===== src/pll_reconfig_pkg.sv =====
package pll_reconfig_pkg;
	// one counter scan segment, low count shifted in first
	localparam int SEG_W    = 18;
	localparam int CNT_W    = 8;
	localparam int HALF_W   = CNT_W + 1;
	localparam int LO_LSB   = 0;
	localparam int HI_LSB   = 8;
	localparam int ODD_BIT  = 16;
	localparam int SKIP_BIT = 17;
	localparam logic [SEG_W-1:0]  SEG_RESET = 18'h20000;
	localparam logic [HALF_W-1:0] HALF_ONE  = 9'h001;

	// tail after the counter segments, loop-filter resistor msb last
	localparam int TAIL_W     = 18;
	localparam int CP_LSB     = 0;
	localparam int CP_W       = 3;
	localparam int K_LSB      = 3;
	localparam int UNUSED_LSB = 4;
	localparam int UNUSED_W   = 7;
	localparam int LFC_LSB    = 11;
	localparam int LFC_W      = 2;
	localparam int LFR_LSB    = 13;
	localparam int LFR_W      = 5;
	localparam int MISC_W     = 2 * SEG_W + TAIL_W;

	localparam int NC_LARGE = 10;
	localparam int NC_SMALL = 7;

	function automatic int chain_len(input int nc);
		return (nc + 2) * SEG_W + TAIL_W;
	endfunction

	// length in half vco cycles of one output phase
	function automatic logic [HALF_W-1:0] half_len(input logic [CNT_W-1:0] c,
		input logic odd, input logic hi);
		logic [HALF_W-1:0] h;
		h = {c, 1'b0};
		if (hi) begin
			h = h - {8'h00, odd};
		end else begin
			h = h + {8'h00, odd};
		end
		if (h == 9'h000) begin
			h = HALF_ONE;
		end
		return h;
	endfunction

	// device pin sampling order
	localparam int NP    = 5;
	localparam int P_CLK = 0;
	localparam int P_EN  = 1;
	localparam int P_DAT = 2;
	localparam int P_APL = 3;
	localparam int P_CLR = 4;
	localparam logic [2:0] PEND_MIN_CYC = 3'h4;

	// timing
	localparam int PCLK_PERIOD_NS     = 40;
	localparam int SCAN_FMAX_MHZ      = 100;
	localparam int SCAN_MIN_PERIOD_NS = 1000 / SCAN_FMAX_MHZ;
	localparam int SCAN_MIN_HALF_RAW  = (SCAN_MIN_PERIOD_NS / 2 + PCLK_PERIOD_NS - 1)
		/ PCLK_PERIOD_NS;
	localparam int SCAN_MIN_HALF_CYC  = (SCAN_MIN_HALF_RAW > 1) ? SCAN_MIN_HALF_RAW : 1;
	localparam int SCAN_HALF_DEF      = 12;
	localparam int CLEAR_CYC          = 8;

	// controller registers
	localparam int ADDR_W = 8;
	localparam logic [ADDR_W-1:0] OFF_CTRL = 8'h00;
	localparam logic [ADDR_W-1:0] OFF_STAT = 8'h04;
	localparam logic [ADDR_W-1:0] OFF_IMG  = 8'h40;
	localparam logic [ADDR_W-1:0] OFF_RB   = 8'h80;
	localparam int CTRL_GO      = 0;
	localparam int CTRL_AUTOCLR = 1;
	localparam int ST_BUSY      = 0;
	localparam int ST_DONE      = 1;
	localparam int ST_PEND      = 2;

	typedef enum logic [8:0] {
		S_IDLE  = 9'h001,
		S_ENA   = 9'h002,
		S_SHIFT = 9'h004,
		S_STOP  = 9'h008,
		S_APPLY = 9'h010,
		S_HOLD  = 9'h020,
		S_WT_HI = 9'h040,
		S_WT_LO = 9'h080,
		S_CLR   = 9'h100
	} ctl_state_t;
endpackage


===== src/scan_if.sv =====
`timescale 1ns/1ps
interface scan_if;
	logic scan_clk;
	logic shift_enable;
	logic serial_config_in;
	logic apply_settings;
	logic pll_async_clear;
	logic reprogram_pending;
	logic serial_config_out;

	modport dev (
		input  scan_clk,
		input  shift_enable,
		input  serial_config_in,
		input  apply_settings,
		input  pll_async_clear,
		output reprogram_pending,
		output serial_config_out
	);

	modport ctl (
		output scan_clk,
		output shift_enable,
		output serial_config_in,
		output apply_settings,
		output pll_async_clear,
		input  reprogram_pending,
		input  serial_config_out
	);
endinterface


===== src/scan_reconfig_ctl.sv =====
`timescale 1ns/1ps
module scan_reconfig_ctl
	import pll_reconfig_pkg::*;
#(
	parameter int NUM_CNT   = NC_LARGE,
	parameter int SCAN_HALF = SCAN_HALF_DEF
) (
	// system
	input  wire logic              pclk,
	input  wire logic              presetn,
	// apb slave
	input  wire logic [ADDR_W-1:0] paddr,
	input  wire logic              psel,
	input  wire logic              penable,
	input  wire logic              pwrite,
	input  wire logic [31:0]       pwdata,
	output logic [31:0]         prdata,
	output logic                pready,
	output logic                pslverr,
	// link
	scan_if.ctl                    lnk
);
	localparam int CHAIN_LEN = chain_len(NUM_CNT);
	localparam int WORDS     = (CHAIN_LEN + 31) / 32;
	localparam int IDX_W     = $clog2(CHAIN_LEN);
	// (RL23) never faster than the scan limit
	localparam int HALF      = (SCAN_HALF > SCAN_MIN_HALF_CYC) ? SCAN_HALF : SCAN_MIN_HALF_CYC;
	localparam int DIV_W     = $clog2(HALF + 1);
	localparam logic [IDX_W-1:0] LAST_IDX = IDX_W'(CHAIN_LEN - 1);
	localparam logic [DIV_W-1:0] DIV_TOP  = DIV_W'(HALF - 1);
	localparam logic [3:0]       CLR_TOP  = 4'(CLEAR_CYC - 1);

	ctl_state_t       state_r;
	logic [DIV_W-1:0] div_r;
	logic [IDX_W-1:0] idx_r;
	logic [3:0]       clr_cnt_r;
	logic             scan_clk_r;
	logic             en_r;
	logic             dat_r;
	logic             apl_r;
	logic             clr_r;
	logic             go_r;
	logic             autoclr_r;
	logic             done_r;
	logic [31:0]      img_r [WORDS];
	logic [31:0]      rb_r [WORDS];
	logic [1:0]       s1_r;
	logic [1:0]       s2_r;
	logic [1:0]       s3_r;
	logic [1:0]       set_r;
	logic [31:0]      prdata_r;
	logic             pready_r;
	logic             pslverr_r;

	wire tick   = div_r == DIV_TOP;
	wire rise   = tick & ~scan_clk_r;
	wire fall   = tick & scan_clk_r;
	wire pend_s = set_r[0];
	wire so_s   = set_r[1];
	wire busy   = state_r != S_IDLE;
	wire start  = (state_r == S_IDLE) & go_r & fall;

	wire [IDX_W-1:0] nidx    = idx_r + 1'b1;
	wire             cur_bit = img_r[idx_r[IDX_W-1:5]][idx_r[4:0]];
	wire             nxt_bit = img_r[nidx[IDX_W-1:5]][nidx[4:0]];

	wire       setup    = psel & ~penable;
	wire       wr_acc   = psel & penable & pready_r & pwrite;
	wire [2:0] widx     = paddr[4:2];
	wire       aligned  = paddr[1:0] == 2'h0;
	wire       sel_ctrl = paddr == OFF_CTRL;
	wire       sel_stat = paddr == OFF_STAT;
	wire       in_img   = aligned && paddr >= OFF_IMG && paddr < OFF_IMG + ADDR_W'(4 * WORDS);
	wire       in_rb    = aligned && paddr >= OFF_RB && paddr < OFF_RB + ADDR_W'(4 * WORDS);
	wire       mapped   = sel_ctrl | sel_stat | in_img | in_rb;

	wire [31:0] ctrl_word = (32'(go_r) << CTRL_GO) | (32'(autoclr_r) << CTRL_AUTOCLR);
	wire [31:0] stat_word = (32'(busy) << ST_BUSY) | (32'(done_r) << ST_DONE)
		| (32'(pend_s) << ST_PEND);
	wire [31:0] rd_word   = sel_ctrl ? ctrl_word : sel_stat ? stat_word :
		in_img ? img_r[widx] : in_rb ? rb_r[widx] : 32'h0;

	wire done_evt = ((state_r == S_WT_LO) & ~pend_s & ~autoclr_r)
		| ((state_r == S_CLR) & (clr_cnt_r == 4'h0));

	// no wait state: answer in the first access cycle
	always_ff @(posedge pclk or negedge presetn) begin
		if (!presetn) begin
			pready_r  <= 1'b0;
			pslverr_r <= 1'b0;
			prdata_r  <= 32'h0;
		end else begin
			pready_r  <= setup;
			pslverr_r <= setup & ~mapped;
			if (setup & ~pwrite) begin
				prdata_r <= rd_word;
			end
		end
	end

	always_ff @(posedge pclk or negedge presetn) begin
		if (!presetn) begin
			go_r      <= 1'b0;
			autoclr_r <= 1'b0;
			done_r    <= 1'b0;
		end else begin
			go_r   <= (go_r & ~start) | (wr_acc & sel_ctrl & pwdata[CTRL_GO] & ~busy);
			done_r <= done_evt | (done_r & ~start);
			if (wr_acc & sel_ctrl) begin
				autoclr_r <= pwdata[CTRL_AUTOCLR];
			end
		end
	end

	// image writes are ignored during a transfer
	always_ff @(posedge pclk or negedge presetn) begin
		if (!presetn) begin
			for (int k = 0; k < WORDS; k++) begin
				img_r[k] <= 32'h0;
			end
		end else if (wr_acc & in_img & ~busy) begin
			img_r[widx] <= pwdata;
		end
	end

	always_ff @(posedge pclk or negedge presetn) begin
		if (!presetn) begin
			s1_r  <= 2'h0;
			s2_r  <= 2'h0;
			s3_r  <= 2'h0;
			set_r <= 2'h0;
		end else begin
			s1_r  <= {lnk.serial_config_out, lnk.reprogram_pending};
			s2_r  <= s1_r;
			s3_r  <= s2_r;
			set_r <= (s2_r & s3_r) | (set_r & (s2_r | s3_r));
		end
	end

	// free-running scan clock divided from pclk
	always_ff @(posedge pclk or negedge presetn) begin
		if (!presetn) begin
			div_r      <= '0;
			scan_clk_r <= 1'b0;
		end else begin
			div_r      <= tick ? '0 : div_r + 1'b1;
			scan_clk_r <= scan_clk_r ^ tick;
		end
	end

	// enable, data and apply only change on falling scan edges; the clear follows pclk
	always_ff @(posedge pclk or negedge presetn) begin
		if (!presetn) begin
			state_r   <= S_IDLE;
			idx_r     <= '0;
			en_r      <= 1'b0;
			dat_r     <= 1'b0;
			apl_r     <= 1'b0;
			clr_r     <= 1'b0;
			clr_cnt_r <= 4'h0;
			for (int k = 0; k < WORDS; k++) begin
				rb_r[k] <= 32'h0;
			end
		end else begin
			case (state_r)
				S_IDLE: begin
					idx_r <= '0;
					// (RL11) every go runs a full pass
					if (start) begin
						en_r    <= 1'b1;
						state_r <= S_ENA;
					end
				end
				S_ENA: begin
					// (RL6) enable a full scan cycle ahead
					if (fall) begin
						dat_r      <= cur_bit;
						rb_r[0][0] <= so_s;
						state_r    <= S_SHIFT;
					end
				end
				S_SHIFT: begin
					// (RL8) stop after the last bit
					if (rise && idx_r == LAST_IDX) begin
						state_r <= S_STOP;
					end else if (fall) begin
						rb_r[nidx[IDX_W-1:5]][nidx[4:0]] <= so_s;
						idx_r <= nidx;
						dat_r <= nxt_bit;
					end
				end
				S_STOP: begin
					if (fall) begin
						en_r    <= 1'b0;
						dat_r   <= 1'b0;
						state_r <= S_APPLY;
					end
				end
				S_APPLY: begin
					// (RL9) apply spans one scan cycle
					if (fall) begin
						apl_r   <= 1'b1;
						state_r <= S_HOLD;
					end
				end
				S_HOLD: begin
					if (fall) begin
						apl_r   <= 1'b0;
						state_r <= S_WT_HI;
					end
				end
				S_WT_HI: begin
					if (pend_s) begin
						state_r <= S_WT_LO;
					end
				end
				S_WT_LO: begin
					// (RL10) optional pll clear after update
					if (!pend_s) begin
						clr_r     <= autoclr_r;
						clr_cnt_r <= CLR_TOP;
						state_r   <= autoclr_r ? S_CLR : S_IDLE;
					end
				end
				S_CLR: begin
					if (clr_cnt_r == 4'h0) begin
						clr_r   <= 1'b0;
						state_r <= S_IDLE;
					end else begin
						clr_cnt_r <= clr_cnt_r - 4'h1;
					end
				end
				default: begin
					state_r <= S_IDLE;
				end
			endcase
		end
	end

	assign lnk.scan_clk         = scan_clk_r;
	assign lnk.shift_enable     = en_r;
	assign lnk.serial_config_in = dat_r;
	assign lnk.apply_settings   = apl_r;
	assign lnk.pll_async_clear  = clr_r;
	assign prdata               = prdata_r;
	assign pready               = pready_r;
	assign pslverr              = pslverr_r;
endmodule


===== src/flat_wrapper.sv =====
// flat-port wrapper written by rule: the top's interface ports become plain ports
module scan_reconfig_ctl_flat import pll_reconfig_pkg::*;
#(
	parameter int NUM_CNT   = NC_LARGE,
	parameter int SCAN_HALF = SCAN_HALF_DEF
)
  (pclk, presetn, paddr, psel, penable, pwrite, pwdata, prdata, pready, pslverr, lnk_scan_clk, lnk_shift_enable, lnk_serial_config_in, lnk_apply_settings, lnk_pll_async_clear, lnk_reprogram_pending, lnk_serial_config_out);
  scan_if lnk_i ();
  input  wire logic pclk;
  input  wire logic presetn;
  input  wire logic [ADDR_W-1:0] paddr;
  input  wire logic psel;
  input  wire logic penable;
  input  wire logic pwrite;
  input  wire logic [31:0] pwdata;
  output logic [31:0] prdata;
  output logic pready;
  output logic pslverr;
  output wire logic [$bits(lnk_i.scan_clk)-1:0] lnk_scan_clk;
  output wire logic [$bits(lnk_i.shift_enable)-1:0] lnk_shift_enable;
  output wire logic [$bits(lnk_i.serial_config_in)-1:0] lnk_serial_config_in;
  output wire logic [$bits(lnk_i.apply_settings)-1:0] lnk_apply_settings;
  output wire logic [$bits(lnk_i.pll_async_clear)-1:0] lnk_pll_async_clear;
  input wire logic [$bits(lnk_i.reprogram_pending)-1:0] lnk_reprogram_pending;
  input wire logic [$bits(lnk_i.serial_config_out)-1:0] lnk_serial_config_out;
  assign lnk_scan_clk = lnk_i.scan_clk;
  assign lnk_shift_enable = lnk_i.shift_enable;
  assign lnk_serial_config_in = lnk_i.serial_config_in;
  assign lnk_apply_settings = lnk_i.apply_settings;
  assign lnk_pll_async_clear = lnk_i.pll_async_clear;
  assign lnk_i.reprogram_pending = lnk_reprogram_pending;
  assign lnk_i.serial_config_out = lnk_serial_config_out;
  scan_reconfig_ctl #(.NUM_CNT(NUM_CNT), .SCAN_HALF(SCAN_HALF)) u_core (.pclk(pclk), .presetn(presetn), .paddr(paddr), .psel(psel), .penable(penable), .pwrite(pwrite), .pwdata(pwdata), .prdata(prdata), .pready(pready), .pslverr(pslverr), .lnk(lnk_i));
endmodule

===== config.mk =====
export PLATFORM = sky130hd
export DESIGN_NAME = scan_reconfig_ctl_flat
export DESIGN_NICKNAME = d
export VERILOG_FILES = /design/src/pll_reconfig_pkg.sv /design/src/scan_if.sv /design/src/scan_reconfig_ctl.sv /design/src/flat_wrapper.sv
export SDC_FILE = /design/constraint.sdc
export NUM_CORES = 1
export LEC_CHECK = 0
export BUFFER_PORTS_ARGS = -buffer_cell sky130_fd_sc_hd__buf_2
export CORE_ASPECT_RATIO = 1.5
export CORE_UTILIZATION = 63
export DETAILED_ROUTE_END_ITERATION = 10
export PLACE_DENSITY_LB_ADDON = 0.25
export SETUP_SLACK_MARGIN = 0.05
export SLEW_MARGIN = 40
export SYNTH_ARGS = -nofsm -noshare
export SYNTH_HDL_FRONTEND = slang
export SYNTH_SLANG_ARGS = --single-unit

===== constraint.sdc =====
create_clock -name pclk -period 3.23 [get_ports pclk]
set_input_delay 0.1615 -clock pclk [delete_from_list [all_inputs] [get_ports pclk]]
set_output_delay 0.1615 -clock pclk [all_outputs]
set_load 0.01 [all_outputs]

**Word-level counts from Yosys, hierarchy flattened**

Cells that the tools add are included.

- $add $sub $neg: 3
- Magnitude comparators: 12
- Equality and inequality tests: 25
- Muxes and demuxes: 62
- Bitwise logic cells: 46
- Reduce and logical (&&, ||, !) cells: 26

Operators with widths:

| cell | number |
|---|---|
| bitwise mux 256 bit | 2 |
| two-way mux 225 bit | 2 |
| two-way mux 32 bit | 14 |
| binary-select mux 32 bit (select 3 bit) | 4 |
| demux 32 bit (select 3 bit) | 2 |
| two-way mux 9 bit | 10 |
| one-hot mux 9 bit (9 select lines) | 1 |
| OR 32 x 3 -> 32 bit | 1 |
| AND 1 bit | 20 |
| AND reduction 3 bit | 6 |
| two-way mux 8 bit | 2 |
| inequality test 2 x 1 -> 1 bit, second input constant | 8 |
| one-hot mux 8 bit (2 select lines) | 1 |
| >= comparator 4 bit, second input constant | 3 |
| less-than comparator 5 x 6 -> 1 bit, second input constant | 2 |
| two-way mux 1 bit | 12 |
| two-way mux 4 bit | 3 |
| NOT 3 -> 4 bit | 3 |
| binary-select mux 1 bit (select 5 bit) | 2 |
| nonzero test 2 bit | 5 |
| == test 9 x 1 -> 1 bit, second input constant | 1 |
| == test 9 x 2 -> 1 bit, second input constant | 1 |
| == test 9 x 3 -> 1 bit, second input constant | 1 |
| == test 9 x 4 -> 1 bit, second input constant | 1 |
| other kinds (37) | 67 |

- Register bits after elaboration: 587
- Output and inout bits: 39

**Logic depth before layout (Yosys ltp)**

- Depth after elaboration: 11
- Depth in mapped cells: 13
- Gate-level depth less buffers: 12

**Worst setup path before layout**

No wires, ideal clock.

- Path type: reg-to-reg
- Start point: register u_core.idx_r[1]
- End point: register u_core.rb_r[93] (netlist name)
- Data arrival time: 2764 ps
- Data required time: 3105 ps
- Setup slack: 341 ps
- Stages on the path, launching flop included: 13
- Buffers on the path: 3
- Period minus slack after synthesis: 2889 ps
- Cell sequence: dfrtp_1 -> buf_2 -> inv_2 -> buf_1 -> ha_1 -> nand4_1 -> o21ai_0 -> inv_1 -> and3_1 -> buf_2 -> nand2_1 -> nor2_1 -> mux2_2

- Longest elaborated chain between the ends: 8
- Elaborated cells on any way between the ends: 17
- Those cells by class: add/sub: 1; order compare: 4; eq/ne: 1; mux: 5; bitwise: 2; reduce/logical: 4

Ends and longest elaborated chain:

| what | RTL line | text |
|---|---|---|
| start, declared | scan_reconfig_ctl.sv:35 | `logic [IDX_W-1:0] idx_r;` |
| start signal, assigned | scan_reconfig_ctl.sv:188 | `idx_r <= nidx;` |
| adder 8 x 1 -> 8 bit | scan_reconfig_ctl.sv:63 | `wire [IDX_W-1:0] nidx = idx_r + 1'b1;` |
| less-than comparator 5 x 6 -> 1 bit (implied by the code) / >= comparator 5 x 1 -> 1 bit (equally long branches) | scan_reconfig_ctl.sv:187 | `rb_r[nidx[IDX_W-1:5]][nidx[4:0]] <= so_s;` |
| logical AND 1 bit (implied by the code) | scan_reconfig_ctl.sv:187 |  |
| two-way mux 1 bit (implied by the code) | scan_reconfig_ctl.sv:187 |  |
| demux 1 bit (select 5 bit) | -- |  |
| two-way mux 32 bit (implied by the code) | scan_reconfig_ctl.sv:187 |  |
| demux 32 bit (select 3 bit) | scan_reconfig_ctl.sv:187 |  |
| bitwise mux 256 bit | scan_reconfig_ctl.sv:187 |  |
| end signal, assigned by index | scan_reconfig_ctl.sv:187 |  |
| end, declared | scan_reconfig_ctl.sv:46 | `logic [31:0] rb_r [WORDS];` |

Several ways; a longest one is shown, not always the timed one.
A chain may end at the register's enable or synchronous reset.

**Worst setup path in the final report**

- Start point: register u_core.idx_r[0]
- End point: register u_core.dat_r (netlist: u_core.lnk.serial_config_in)

- Longest elaborated chain between the ends: 10
- Elaborated cells on any way between the ends: 17
- Those cells by class: add/sub: 1; eq/ne: 2; mux: 11; bitwise: 1; reduce/logical: 2

Ends and longest elaborated chain:

| what | RTL line | text |
|---|---|---|
| adder 8 x 1 -> 8 bit | scan_reconfig_ctl.sv:63 |  |
| NOT 3 -> 4 bit (implied by the code) | scan_reconfig_ctl.sv:65 | `wire nxt_bit = img_r[nidx[IDX_W-1:5]][nidx[4:0]];` |
| binary-select mux 32 bit (select 3 bit) | scan_reconfig_ctl.sv:65 |  |
| two-way mux 32 bit (implied by the code) (2 in a row) | scan_reconfig_ctl.sv:65 |  |
| binary-select mux 1 bit (select 5 bit) | scan_reconfig_ctl.sv:65 |  |
| two-way mux 1 bit (implied by the code) | scan_reconfig_ctl.sv:65 |  |
| two-way mux 1 bit | scan_reconfig_ctl.sv:186 | `end else if (fall) begin` |
| two-way mux 1 bit | scan_reconfig_ctl.sv:184 | `if (rise && idx_r == LAST_IDX) begin` |
| one-hot mux 1 bit (3 select lines) | scan_reconfig_ctl.sv:165 | `case (state_r)` |
| end signal, assigned | scan_reconfig_ctl.sv:177 | `dat_r <= cur_bit;` |
| end signal, assigned | scan_reconfig_ctl.sv:189 | `dat_r <= nxt_bit;` |
| end, declared | scan_reconfig_ctl.sv:39 | `logic dat_r;` |

Several ways; a longest one is shown, not always the timed one. The select of a mux whose other input is x is not followed.

==> results.ini <==
[yosys]
synth.avg_cell_area_um2=12.5
ys_async_sr_fraction_pct=100
synth-edff-count=0
syn_inst=2596
yosysSeqAreaShare_pct=45.3
synthFlopType=dfrtp_1
yosysUniqueCellTypes=94
synth_fp_nets=2652
ys_warn_count=0
synth_area_um2=32400
synth_seq_cells=587

[cells_and_area]
drive_gt1_share_pct=42.3
area_growth_pct=16.2
fin_nets=2893
fin_cells=3552
final_util_pct=74.3

[timing]
max_freq_ghz=0.320
hold_viol=0
setup_violations=0
worst_pin_slew_ns=0.849
fin_crit_sh_pct=96.9
clock_skew_ns=0.0206
drv_slew=0
finalSetupTns_ns=0
finalCriticalPeriod_ns=3.13
slew_headroom_pct=43.4
rsz0062_at_grt=true

[critical_path]
crit_chain=buf_4 -> and4_4 -> a21boi_1 -> buf_4 -> nor2_2 -> buf_4 -> a21oi_1 -> a221o_1 -> o211ai_1 -> a22oi_1 -> o31ai_1 -> buf_4 -> o22a_1
cp.required_ns=3.81
worst_path_most_repeated_cell=buf_4
path_class=reg2reg
crit_fanout=12
cp_slowest_cell=and4_4
worstSetupStartpointType=flip-flop
crit_arrival_ns=3.71
slowest_delay_ns=0.37
end_kind=flip-flop

[worst_hold_path]
hp-class=in2async

[pwr]
power.share.clock_pct=44.3
p_sw_share_pct=24.5
switching_power_mw=3.77
ir_drop_mv=0.477
p_seq_share_pct=49.0
pwr-share-comb_pct=6.7
p_int_mw=11.6
leakagePower_nw=17.0
power_density_nw_per_um2=409

[clock_tree]
cts_root_buf=clkbuf_16
clk_pin_slew_ns=0.07
insertion_delay_ns=0.64
clock_sinks=587
htreeDepth=2
clockBufferDepth=3
cts_tree=yes
cts_made_buffers=56

[detailed_routing]
drc_errors=0
ant_nets=0
detail_route.iter0.violations=2660
num_vias=25200
drt-total-wl_mm=107
wl_per_cell_um=30.1
viasPerCell=7.10
dr.pass1.iters=6

[grt]
gr-total-overflow=0
grt_antenna_before_repair=2
first_global_vias=26400
grtUsageTotal_pct=41.8
met1_usage_pct=50.3
grt-busiest-layer=met2
grt_pass1_wl_mm=163
grt_max_degree=99
met3_usage_pct=7.42
use_met2_pct=69.1

[placement]
port_buffers=85
placed_cells=3405
place_congestion=1.02
place_hpwl_mm=73.0

[floorplanning]
dieArea_um2=52400
die_x_um=187
pin_count=86
dieHeight_um=280
start_util_pct=63.9
rows=101
coreArea_um2=50700

[run]
drv_cap=0

[run_status]
outcome=finished, final reports clean

## stage by stage
stage	area [µm²]	power, mW	hold WS [ns]	setup WS (ns)
final	37700	15.4	0.0252	0.101
after global routing	37700	15.8	0.0213	-0.0239
after CTS	37600	15.4	0.00225	0.0716
after detailed placement	35300	8.66	0.0884	-0.0254
after global placement	35300	8.62	0.270	-0.00178
after floorplan	32400	8.14	-0.134	0.341
## cells in the final DEF (no fill, tap or decap), types with 27 or more instances in the layout
master,synthesis,final
mux4_2,204,204
dlygate4sd3_1,0,37
o221ai_1,44,44
mux2_2,518,518
buf_4,5,233
nand2_1,92,92
mux2i_1,87,87
buf_12,0,34
o22ai_1,27,27
o21ai_0,64,64
a21oi_1,33,32
clkbuf_16,0,57
o21a_1,30,30
dfrtp_1,586,582
buf_2,58,81
nor2_1,324,323
nand3_1,64,62
## sequential cells by signal, summed over array words and instances, names as in the netlist, 2 cells and up
signal	flops
u_core.state_r	9
u_core.div_r	4
u_core.s3_r	2
u_core.prdata	32
u_core.rb_r	256
u_core.set_r	2
u_core.s2_r	2
u_core.idx_r	8
u_core.clr_cnt_r	4
u_core.s1_r	2
u_core.img_r	256
## metal layers
layer | share of wire, % | wire, µm
met5 | 0.012 | 13
met4 | 7.6 | 8180
met3 | 7.6 | 8190
met2 | 49 | 52700
met1 | 35 | 38000
## path summary, 6_finish.rpt
check	from	endpoint	slack (ns)	cells past startpoint
setup / recovery	u_core.idx_r[0]	u_core.lnk.serial_config_in	0.10	13
hold / removal	presetn	u_core.lnk.apply_settings	0.03	2
setup reg to reg	u_core.idx_r[0]	u_core.lnk.serial_config_in	0.10	13
hold reg to reg	u_core.s1_r[0]	u_core.s2_r[0]	0.37	0
max in group asynchronous	presetn	u_core.prdata[29]	1.96	4
min in group pclk	pwrite	u_core.prdata[3]	0.03	3
## repair_timing
item,CTS,global route
resized for setup,4,5
hold endpoints to repair,470,0
pin swaps,2,0
endpoints found under the setup margin,1,26
hold buffers,37,0
buffers inserted,4,1
## power groups by stage
stage          Combinational, mW  Clock, mW  Sequential, mW
2_1_floorplan              0.475          0            7.67
3_3_place_gp               0.934          0            7.68
3_5_place_dp               0.967          0            7.69
4_1_cts                     1.01       6.87            7.56
5_1_grt                     1.12       7.13            7.55
6_report                    1.04       6.81            7.54
## critical path: cells and delay by family, from the launching register on
family | cells | cell delay [ns]
DFF | 1 | 0.36
buffers and inverters | 4 | 0.83
and+or+nand+nor | 2 | 0.56
AOI/OAI and AO/OA | 7 | 1.30
## synthesized netlist by cell type, types with 4 or more instances
master     instances  area share [%]
buf_2             58            0.90
xnor2_1            8            0.22
a211oi_1          21            0.49
a211o_1            5            0.14
nor4_1            14            0.27
o21a_1            30            0.69
nor3_1            26            0.40
mux2i_1           87             2.7
a31oi_1           13            0.25
o22ai_1           27            0.52
inv_1             23            0.27
nand2b_1          10            0.19
or4_1              4           0.093
mux2_2           518              18
o211ai_1           8            0.19
o221ai_1          44             1.2
nor2_1           324             3.8
nand3b_1           7            0.16
and3_1            16            0.31
ha_1               9            0.35
nand3_1           64            0.99
a221o_1            4            0.12
or3_1             11            0.21
buf_4              5            0.12
mux4_2           204              14
o2111ai_1          4            0.11
a2111oi_0          4            0.11
a21oi_1           33            0.51
nand4_1            6            0.12
clkbuf_1         104             1.2
and2_1             4           0.077
nor2b_1           10            0.19
dfrtp_1          586              45
buf_1             37            0.43
nand2_1           92             1.1
o21ai_0           64            0.99
o31ai_1            8            0.19
o22a_1            10            0.27
nor3b_1            4           0.093
## cell type report
type	instances	area, µm²
Tap cell	669	837
Timing Repair Buffer	390	3290
Multi-Input combinational cell	1777	16900
Clock buffer	80	1610
Clock inverter	23	269
Antenna cell	1	2.50
Inverter	25	93.8
Fill cell	3309	13000
Sequential cell	587	14700
## logic make-up (layout without fill, tap and decap cells)
group | Yosys count | in the layout | synth area share, %
simple gates | 618 | 618 | 8.71
compound gates | 328 | 328 | 7.32
flops | 587 | 587 | 45.3
xor+xnor | 9 | 9 | 0.243
fa+ha+maj | 11 | 11 | 0.409
other cells | 0 | 1 | 0
mux | 811 | 811 | 34.9
buf+inv | 232 | 518 | 3.05
(Power assumes the default switching activity.)
